### config.mk
export PLATFORM = sky130hd
export DESIGN_NAME = drbcs_sequencer
export DESIGN_NICKNAME = d
export VERILOG_FILES = /design/src/drbcs_pkg.sv /design/src/drbcs_buffer.sv /design/src/drbcs_sequencer.sv
export SDC_FILE = /design/constraint.sdc
export NUM_CORES = 1
export LEC_CHECK = 0
export ABC_AREA = 1
export BUFFER_PORTS_ARGS = -buffer_cell sky130_fd_sc_hd__clkbuf_2
export CAP_MARGIN = 20
export CORE_ASPECT_RATIO = 0.5
export CORE_UTILIZATION = 35
export CTS_CLUSTER_SIZE = 14
export DETAILED_ROUTE_END_ITERATION = 7
export HOLD_SLACK_MARGIN = 0.06
export PLACE_DENSITY = 0.57
export SLEW_MARGIN = 20
export SYNTH_ARGS = -nofsm -noshare
export SYNTH_HDL_FRONTEND = slang
export SYNTH_SLANG_ARGS = --single-unit
### constraint.sdc
create_clock -name i_clock -period 3.5 [get_ports i_clock]
set_input_delay 0.35 -clock i_clock [delete_from_list [all_inputs] [get_ports i_clock]]
set_output_delay 0.35 -clock i_clock [all_outputs]
set_load 0.05 [all_outputs]
### src/drbcs_pkg.sv
// Purpose: Shared constants and types for the DMA and refresh bus cycle sequencer
// Assumes: One system clock, active-low asynchronous reset
// Notes: Counts are in system clock cycles
package drbcs_pkg;
  localparam int NUM_CH = 7;
  localparam int CH_W = 3;
  localparam int NUM_CH8 = 4;
  localparam int DATA_W = 8;
  localparam int BUF_DEPTH = 2;
  localparam int CNT_W = 3;
  localparam logic [CNT_W-1:0] REFRESH_CYCLES = 3'h3;
  localparam logic [CNT_W-1:0] REFRESH_CYCLES_PENDING = 3'h4;
  localparam logic [CNT_W-1:0] CASCADE_DELAY = 3'h2;
  localparam logic [CNT_W-1:0] TAIL8_BASE = 3'h1;
  localparam logic [7:0] BYTE_COUNT_RESET = 8'h00;

  typedef enum logic [3:0] {
    ST_IDLE, ST_CASC_PRE, ST_HOLD, ST_ADDR, ST_EARLY, ST_WAIT_INT, ST_WAIT_EXT,
    ST_END, ST_CASCADE, ST_CASC_POST, ST_TAIL, ST_REFRESH
  } drbcs_state_t;

  typedef enum logic [1:0] {KIND_DMA, KIND_CASCADE, KIND_REFRESH} drbcs_kind_t;
endpackage : drbcs_pkg

### src/drbcs_buffer.sv
// Purpose: Two-entry buffer with valid and ready on both sides
// Assumes: Synchronous push and pop on the system clock
// Notes: Full and empty are exact; a pop does not free space for the same cycle's push
`timescale 1ns/10ps
`default_nettype none
module drbcs_buffer #(
  parameter int WIDTH = 8,
  parameter int DEPTH = 2
) (
  input wire logic i_clock,
  input wire logic i_rstn,
  input wire logic i_in_valid,
  output logic o_in_ready,
  input wire logic [WIDTH-1:0] i_in_data,
  output logic o_out_valid,
  input wire logic i_out_ready,
  output logic [WIDTH-1:0] o_out_data
);
  logic [WIDTH-1:0] mem [DEPTH];
  logic [$clog2(DEPTH)-1:0] wr_ptr;
  logic [$clog2(DEPTH)-1:0] rd_ptr;
  logic [$clog2(DEPTH):0] count;
  logic push;
  logic pop;

  assign o_in_ready = (count != DEPTH[$clog2(DEPTH):0]);
  assign o_out_valid = (count != '0);
  assign o_out_data = mem[rd_ptr];
  assign push = i_in_valid && o_in_ready;
  assign pop = o_out_valid && i_out_ready;

  always_ff @(posedge i_clock) begin
    if (push) begin
      mem[wr_ptr] <= i_in_data;
    end
  end

  always_ff @(posedge i_clock or negedge i_rstn) begin
    if (!i_rstn) begin
      wr_ptr <= '0;
      rd_ptr <= '0;
      count <= '0;
    end else begin
      if (push) begin
        wr_ptr <= wr_ptr + 1'b1;
      end
      if (pop) begin
        rd_ptr <= rd_ptr + 1'b1;
      end
      if (push && !pop) begin
        count <= count + 1'b1;
      end else if (pop && !push) begin
        count <= count - 1'b1;
      end
    end
  end
endmodule : drbcs_buffer
`default_nettype wire

### src/drbcs_sequencer.sv
// Purpose: Sequences DMA transfer, cascade and refresh cycles on the system bus
// Assumes: Requests and refresh line are asynchronous; ready is synchronous
// Notes: Channels 0 to 3 are 8-bit, 4 to 6 are 16-bit; lowest channel wins
`timescale 1ns/10ps
`default_nettype none
// How it works
// - 8-bit service releases hold one clock later after an odd byte count.
// - Extended writes strobe one phase early; memory read and late writes later.
// - Every DMA cycle carries one internal wait state.
// - Further waits only while channel ready is low; cycle extends meanwhile.
// - 8-bit cascade adds delay cycles before hold request and after release.
// - Refresh pulse lasts three clocks without wait states.
// - Refresh pulse lasts four clocks when a DMA request is pending.
// - Channel ready low holds the refresh pulse for each added wait.
// - DMA request inputs pass a two-flop synchroniser before use.
// - Refresh line is open-drain and is also watched as an async input.
module drbcs_sequencer
  import drbcs_pkg::*;
(
  input wire logic i_clock,
  input wire logic i_rstn,
  input wire logic [NUM_CH-1:0] i_dma_request_line,
  output logic [NUM_CH-1:0] o_dma_acknowledge_line_n,
  input wire logic [NUM_CH-1:0] i_cascade_mode,
  input wire logic i_extended_write,
  input wire logic i_write_to_io,
  output logic o_cpu_hold_request,
  input wire logic i_cpu_hold_acknowledge,
  input wire logic i_channel_ready_input,
  input wire logic i_refresh_request,
  input wire logic i_refresh_in,
  output logic o_refresh_out,
  output logic o_refresh_oe,
  output logic o_refresh_seen,
  output logic o_local_io_write_strobe_n,
  output logic o_local_mem_write_strobe_n,
  output logic o_local_mem_read_strobe_n,
  input wire logic [DATA_W-1:0] i_bus_data,
  output logic o_xfer_valid,
  input wire logic i_xfer_ready,
  output logic [DATA_W-1:0] o_xfer_data
);
  function automatic logic is_8bit(input logic [CH_W-1:0] ch);
    return (ch < NUM_CH8[CH_W-1:0]);
  endfunction : is_8bit

  function automatic logic [CH_W-1:0] first_set(input logic [NUM_CH-1:0] req);
    logic [CH_W-1:0] ch;
    ch = '0;
    for (int k = NUM_CH - 1; k >= 0; k--) begin
      if (req[k]) begin
        ch = k[CH_W-1:0];
      end
    end
    return ch;
  endfunction : first_set

  logic [NUM_CH-1:0] drq_meta;
  logic [NUM_CH-1:0] drq_sync;
  logic ref_meta;
  logic ref_sync;
  drbcs_state_t state;
  drbcs_state_t next_state;
  drbcs_kind_t kind;
  logic [CH_W-1:0] chan;
  logic [CNT_W-1:0] cnt;
  logic [7:0] bytes;
  logic hold_req;
  logic refresh_drive;
  logic dma_acknowledge_line_on;
  logic buf_ready;
  logic push;
  logic any_req;
  logic cur_req;

  // Request and refresh line synchronisers
  genvar g;
  generate
    for (g = 0; g < NUM_CH; g++) begin : g_drq_sync
      always_ff @(posedge i_clock or negedge i_rstn) begin
        if (!i_rstn) begin
          drq_meta[g] <= 1'b0;
          drq_sync[g] <= 1'b0;
        end else begin
          drq_meta[g] <= i_dma_request_line[g];
          drq_sync[g] <= drq_meta[g];
        end
      end
    end
  endgenerate

  always_ff @(posedge i_clock or negedge i_rstn) begin
    if (!i_rstn) begin
      ref_meta <= 1'b1;
      ref_sync <= 1'b1;
    end else begin
      ref_meta <= i_refresh_in;
      ref_sync <= ref_meta;
    end
  end

  assign any_req = |drq_sync;
  assign cur_req = drq_sync[chan];

  // Next state
  always_comb begin
    next_state = state;
    case (state)
      ST_IDLE: begin
        if (!i_cpu_hold_acknowledge && ref_sync) begin
          if (i_refresh_request) begin
            next_state = ST_HOLD;
          end else if (any_req && i_cascade_mode[first_set(drq_sync)] && is_8bit(first_set(drq_sync))) begin
            next_state = ST_CASC_PRE;
          end else if (any_req) begin
            next_state = ST_HOLD;
          end
        end
      end
      ST_CASC_PRE: begin
        if (cnt == '0) begin
          next_state = ST_HOLD;
        end
      end
      ST_HOLD: begin
        if (i_cpu_hold_acknowledge) begin
          if (kind == KIND_REFRESH) begin
            next_state = ST_REFRESH;
          end else if (kind == KIND_CASCADE) begin
            next_state = ST_CASCADE;
          end else if (buf_ready) begin
            next_state = ST_ADDR;
          end
        end
      end
      ST_ADDR: begin
        next_state = ST_EARLY;
      end
      ST_EARLY: begin
        next_state = ST_WAIT_INT;
      end
      ST_WAIT_INT: begin
        next_state = ST_WAIT_EXT;
      end
      ST_WAIT_EXT: begin
        if (i_channel_ready_input) begin
          next_state = ST_END;
        end
      end
      ST_END: begin
        if (cur_req && buf_ready) begin
          next_state = ST_ADDR;
        end else if (is_8bit(chan)) begin
          next_state = ST_TAIL;
        end else begin
          next_state = ST_IDLE;
        end
      end
      ST_CASCADE: begin
        if (!cur_req) begin
          next_state = is_8bit(chan) ? ST_CASC_POST : ST_IDLE;
        end
      end
      ST_CASC_POST, ST_TAIL: begin
        if (cnt == '0) begin
          next_state = ST_IDLE;
        end
      end
      ST_REFRESH: begin
        if (cnt == '0 && i_channel_ready_input) begin
          next_state = ST_IDLE;
        end
      end
      default: begin
        next_state = ST_IDLE;
      end
    endcase
  end

  always_ff @(posedge i_clock or negedge i_rstn) begin
    if (!i_rstn) begin
      state <= ST_IDLE;
    end else begin
      state <= next_state;
    end
  end

  // Request kind and channel, latched when leaving idle
  always_ff @(posedge i_clock or negedge i_rstn) begin
    if (!i_rstn) begin
      kind <= KIND_DMA;
      chan <= '0;
    end else if (state == ST_IDLE && next_state != ST_IDLE) begin
      chan <= first_set(drq_sync);
      if (i_refresh_request) begin
        kind <= KIND_REFRESH;
      end else if (i_cascade_mode[first_set(drq_sync)]) begin
        kind <= KIND_CASCADE;
      end else begin
        kind <= KIND_DMA;
      end
    end
  end

  // Delay counter shared by cascade, tail and refresh phases
  always_ff @(posedge i_clock or negedge i_rstn) begin
    if (!i_rstn) begin
      cnt <= '0;
    end else if (next_state == ST_CASC_PRE && state == ST_IDLE) begin
      cnt <= CASCADE_DELAY - 1'b1;
    end else if (next_state == ST_CASC_POST && state == ST_CASCADE) begin
      cnt <= CASCADE_DELAY - 1'b1;
    end else if (next_state == ST_TAIL && state == ST_END) begin
      cnt <= TAIL8_BASE - 1'b1 + {2'h0, ~bytes[0]};
    end else if (next_state == ST_REFRESH && state == ST_HOLD) begin
      cnt <= (any_req ? REFRESH_CYCLES_PENDING : REFRESH_CYCLES) - 1'b1;
    end else if (cnt != '0) begin
      cnt <= cnt - 1'b1;
    end
  end

  // Bytes moved in the current service
  always_ff @(posedge i_clock or negedge i_rstn) begin
    if (!i_rstn) begin
      bytes <= BYTE_COUNT_RESET;
    end else if (state == ST_HOLD) begin
      bytes <= BYTE_COUNT_RESET;
    end else if (state == ST_END) begin
      bytes <= bytes + 8'h01;
    end
  end

  // Bus hold, acknowledge and refresh drive, registered from next state
  always_ff @(posedge i_clock or negedge i_rstn) begin
    if (!i_rstn) begin
      hold_req <= 1'b0;
      dma_acknowledge_line_on <= 1'b0;
      refresh_drive <= 1'b0;
    end else begin
      hold_req <= !(next_state inside {ST_IDLE, ST_CASC_PRE});
      dma_acknowledge_line_on <= next_state inside {ST_ADDR, ST_EARLY, ST_WAIT_INT, ST_WAIT_EXT, ST_END, ST_CASCADE};
      refresh_drive <= (next_state == ST_REFRESH);
    end
  end

  assign o_cpu_hold_request = hold_req;
  assign o_dma_acknowledge_line_n = ~({{(NUM_CH-1){1'b0}}, dma_acknowledge_line_on} << chan);
  assign o_refresh_out = 1'b0;
  assign o_refresh_oe = refresh_drive;
  assign o_refresh_seen = !ref_sync && !refresh_drive;

  // Command strobes
  always_ff @(posedge i_clock or negedge i_rstn) begin
    if (!i_rstn) begin
      o_local_io_write_strobe_n <= 1'b1;
      o_local_mem_write_strobe_n <= 1'b1;
      o_local_mem_read_strobe_n <= 1'b1;
    end else begin
      o_local_io_write_strobe_n <= !(i_write_to_io && ((next_state == ST_EARLY && i_extended_write) ||
        next_state inside {ST_WAIT_INT, ST_WAIT_EXT}));
      o_local_mem_write_strobe_n <= !(!i_write_to_io && ((next_state == ST_EARLY && i_extended_write) ||
        next_state inside {ST_WAIT_INT, ST_WAIT_EXT}));
      o_local_mem_read_strobe_n <= !(i_write_to_io && next_state inside {ST_WAIT_INT, ST_WAIT_EXT});
    end
  end

  // Data captured at the end of each cycle into the buffer
  assign push = (state == ST_END);

  drbcs_buffer #(
    .WIDTH(DATA_W),
    .DEPTH(BUF_DEPTH)
  ) u_buffer (
    .i_clock(i_clock),
    .i_rstn(i_rstn),
    .i_in_valid(push),
    .o_in_ready(buf_ready),
    .i_in_data(i_bus_data),
    .o_out_valid(o_xfer_valid),
    .i_out_ready(i_xfer_ready),
    .o_out_data(o_xfer_data)
  );

  // Checking helpers
  logic [3:0] ref_len;
  logic ref_waited;
  logic ref_long;
  always_ff @(posedge i_clock or negedge i_rstn) begin
    if (!i_rstn) begin
      ref_len <= '0;
      ref_waited <= 1'b0;
      ref_long <= 1'b0;
    end else if (state == ST_HOLD) begin
      ref_len <= '0;
      ref_waited <= 1'b0;
      ref_long <= any_req;
    end else if (refresh_drive) begin
      ref_len <= ref_len + 4'h1;
      ref_waited <= ref_waited || (cnt == '0 && !i_channel_ready_input);
    end
  end
endmodule : drbcs_sequencer
`default_nettype wire

==> results.tsv <==
metric	value	unit
outcome	finished, final reports clean	
crit path from	chan[0]	
Slew Viols, Final	0	
critical path data arrival time	2.75	ns
drc violations	0	
PortBufs	52	
layout cell share with drive strength beyond 1	0.316	
Synth cell types	37	
I/O pins	54	
Critical Path RT	3.69	ns
clock transition at the registers of the reported paths	0.08	ns
largest cells by area after synthesis	dfrtp_1, edfxtp_1, nand2_1	
first-pass GRT wire length	9970	um
Post-CTS Hold Fix Bufs	0	
WL final	5860	um
Synth Register Bits	55	
sequential fraction of the synthesis area	0.535	
grt ovf	0	
CP max FO	11	
PwrDens	837	mW/mm2
initial antenna violation count	0	
Vias	2140	
vias in the first global route	2020	
yosys synthesis warning count	0	
Final min period	2.56	ns
Clock Latency Late Sink	0.30	ns
core area	0.00743	mm2
LEAKAGE	0.00157	uW
async set or reset register ratio after synthesis	0.709	
crit start category	flop	
maximum VDD drop	0.000355	V
via/cell ratio	4.68	
Final GP Congestion	0.869	
reg2reg start	chan[0]	
post-route setup TNS	0	ns
Post-Syn Area	0.00274	mm2
worst rel slew slack	0.411	
final setup vio count	0	
width of the die	127	um
DRT iter0 DRCs	187	
gr usage total	0.158	
pin count of the biggest net entering global routing	40	
Placed Cells	449	
First-pass DRT Iterations	4	
TritonCTS buffer count	5	
max-cap violations	0	
Hold Path Class	in2reg	
Top FF cell, synth	dfrtp_1	
ANT cells	0	
Core Rows	22	
Die ar.	0.00819	mm2
Final nets	393	
Max Freq	391	MHz
H-tree Lvls	2	
Hold Startpoint	i_refresh_in	
Cells after Synth	305	
net count after synthesis	338	
CTS tree	yes	
Area Overhead vs Synth	18.4	%
Tcrit/Tclk final	0.732	
GRT met3 Usage	0.0388	
worst setup path category	reg2reg	
worst slew pin tran	0.883	ns
PostCTS Resize Cnt	0	
setup bufs post-CTS	0	
met2 Track Usage GR	0.243	
Non-Filler Instances	457	
Yosys top cell area share	0.311	
Final Hold Violating Endpoints	0	
Post-synth EDFFs	16	
clock skew	0.0105	ns
ANT nets after route	0	
crit end category	flop	
Starting Density	0.368	
routed len/inst	12.8	um
Num Clock Sinks	55	
dpl hpwl	4600	um
Clock Path Buffers	2	
RSZ-0062 raised after global routing	no	
Die Span Y	64.5	um
Mean Syn Cell Area	8.97	um2
post-synth top area cell	dfrtp_1	
met1 usage	0.229	
GRT busiest layer	met2	
CTS Root Buffer Type	clkbuf_16	
[metrics by stage]
step	util	power [uW]	hold WS, ns	instance area (um2)	setup WS (ns)
3_5_place_dp	0.415	2210	0.335	3090	0.979
2_1_floorplan	-	1930	0.0544	2740	1.40
6_report	0.436	2710	0.128	3240	0.940
4_1_cts	0.436	2730	0.123	3240	0.948
5_1_grt	0.436	2930	0.114	3240	0.690
3_3_place_gp	0.415	2200	0.334	3090	1.03
[cell usage in the layout, fill, tap and decap left out, types with 9 or more instances in the layout]
cell type / instances
a21oi_1: 9
clkbuf_2: 51
dfrtp_1: 34
edfxtp_1: 16
inv_1: 37
inv_2: 11
nand2_1: 69
nand2_2: 11
nand3_1: 15
nor2_1: 26
o21ai_0: 11
[cell type report]
type                       count  area [um2]
inverter                      49         184
timing repair buffer          52         260
tap                           96         120
clock buffer                   5         125
multi-input combinational    197        1060
fill                         725        4190
sequential                    55        1460
clock inverter                 3        27.5
[Yosys cell counts, types with 2 or more instances]
| cell | instances |
|---|---|
| a21oi_1 | 9 |
| buf_4 | 2 |
| dfrtp_1 | 34 |
| dfstp_2 | 5 |
| edfxtp_1 | 16 |
| ha_1 | 2 |
| inv_1 | 37 |
| inv_2 | 11 |
| nand2_1 | 69 |
| nand2_2 | 11 |
| nand2_4 | 4 |
| nand3_1 | 15 |
| nand3_2 | 8 |
| nand4_1 | 6 |
| nor2_1 | 26 |
| nor2_2 | 6 |
| nor2_4 | 3 |
| nor3_1 | 3 |
| nor3_2 | 2 |
| o21ai_0 | 11 |
| o21ai_1 | 7 |
| xor2_1 | 3 |
[sequential cells by signal, indices dropped and copies added, names as in the netlist]
| signal | cells |
|---|---|
| kind | 2 |
| ref_sync | 1 |
| chan | 3 |
| u_buffer.rd_ptr | 1 |
| o_refresh_oe | 1 |
| drq_meta | 7 |
| dma_acknowledge_line_on | 1 |
| drq_sync | 7 |
| o_cpu_hold_request | 1 |
| u_buffer.mem | 16 |
| o_local_mem_read_strobe_n | 1 |
| state | 4 |
| ref_meta | 1 |
| cnt | 3 |
| bytes | 1 |
| o_local_io_write_strobe_n | 1 |
| o_local_mem_write_strobe_n | 1 |
| u_buffer.wr_ptr | 1 |
| u_buffer.count | 2 |
[logic make-up (layout without fill, tap and decap cells)]
group	Yosys count	after routing	share of synthesized area
AO/OA/AOI/OAI	33	33	0.0668
flip-flops	55	55	0.535
buffers and inverters	53	109	0.0782
AND/OR/NAND/NOR	157	157	0.297
XOR/XNOR	4	4	0.0128
adder cells (fa/ha/maj)	2	2	0.00915
other	1	1	0.00137
[metal layers]
metal / routed length, um / up-vias
li1: - / 1082
met1: 2920 / 992
met2: 2500 / 62
met3: 404 / 4
met4: 34 / 0
met5: 0 / -
[critical path, cell delays in order (launching register included)]
cell and delay [ns]:
dfrtp_1 0.59, inv_1 0.17, nand3_1 0.12, nand3_2 0.12, nand3_2 0.13, o2111ai_1 0.15
nor3_2 0.28, nand2_4 0.12, nand3_2 0.09, nor2_2 0.05, nand2_2 0.08, o21ai_0 0.09
ha_1 0.20, inv_1 0.07, nand3_1 0.08, nand2_1 0.06, nor2_1 0.03
[power breakdown]
part	switching [uW]	internal, uW	total [uW]
combinational	897	358	1250
sequential	142	799	941
clock	244	272	515
[final timing paths]
check / end / slack (ns) / cells after the start
max: cnt[2] / 0.94 / 16
min: ref_meta / 0.13 / 1
max reg2reg: cnt[2] / 0.94 / 16
min reg2reg: drq_sync[0] / 0.35 / 0
max in group asynchronous: state[0] / 2.77 / 1
min in group asynchronous: u_buffer.rd_ptr / 0.16 / 1
No activity file was read; power rests on OpenSTA's default activity.
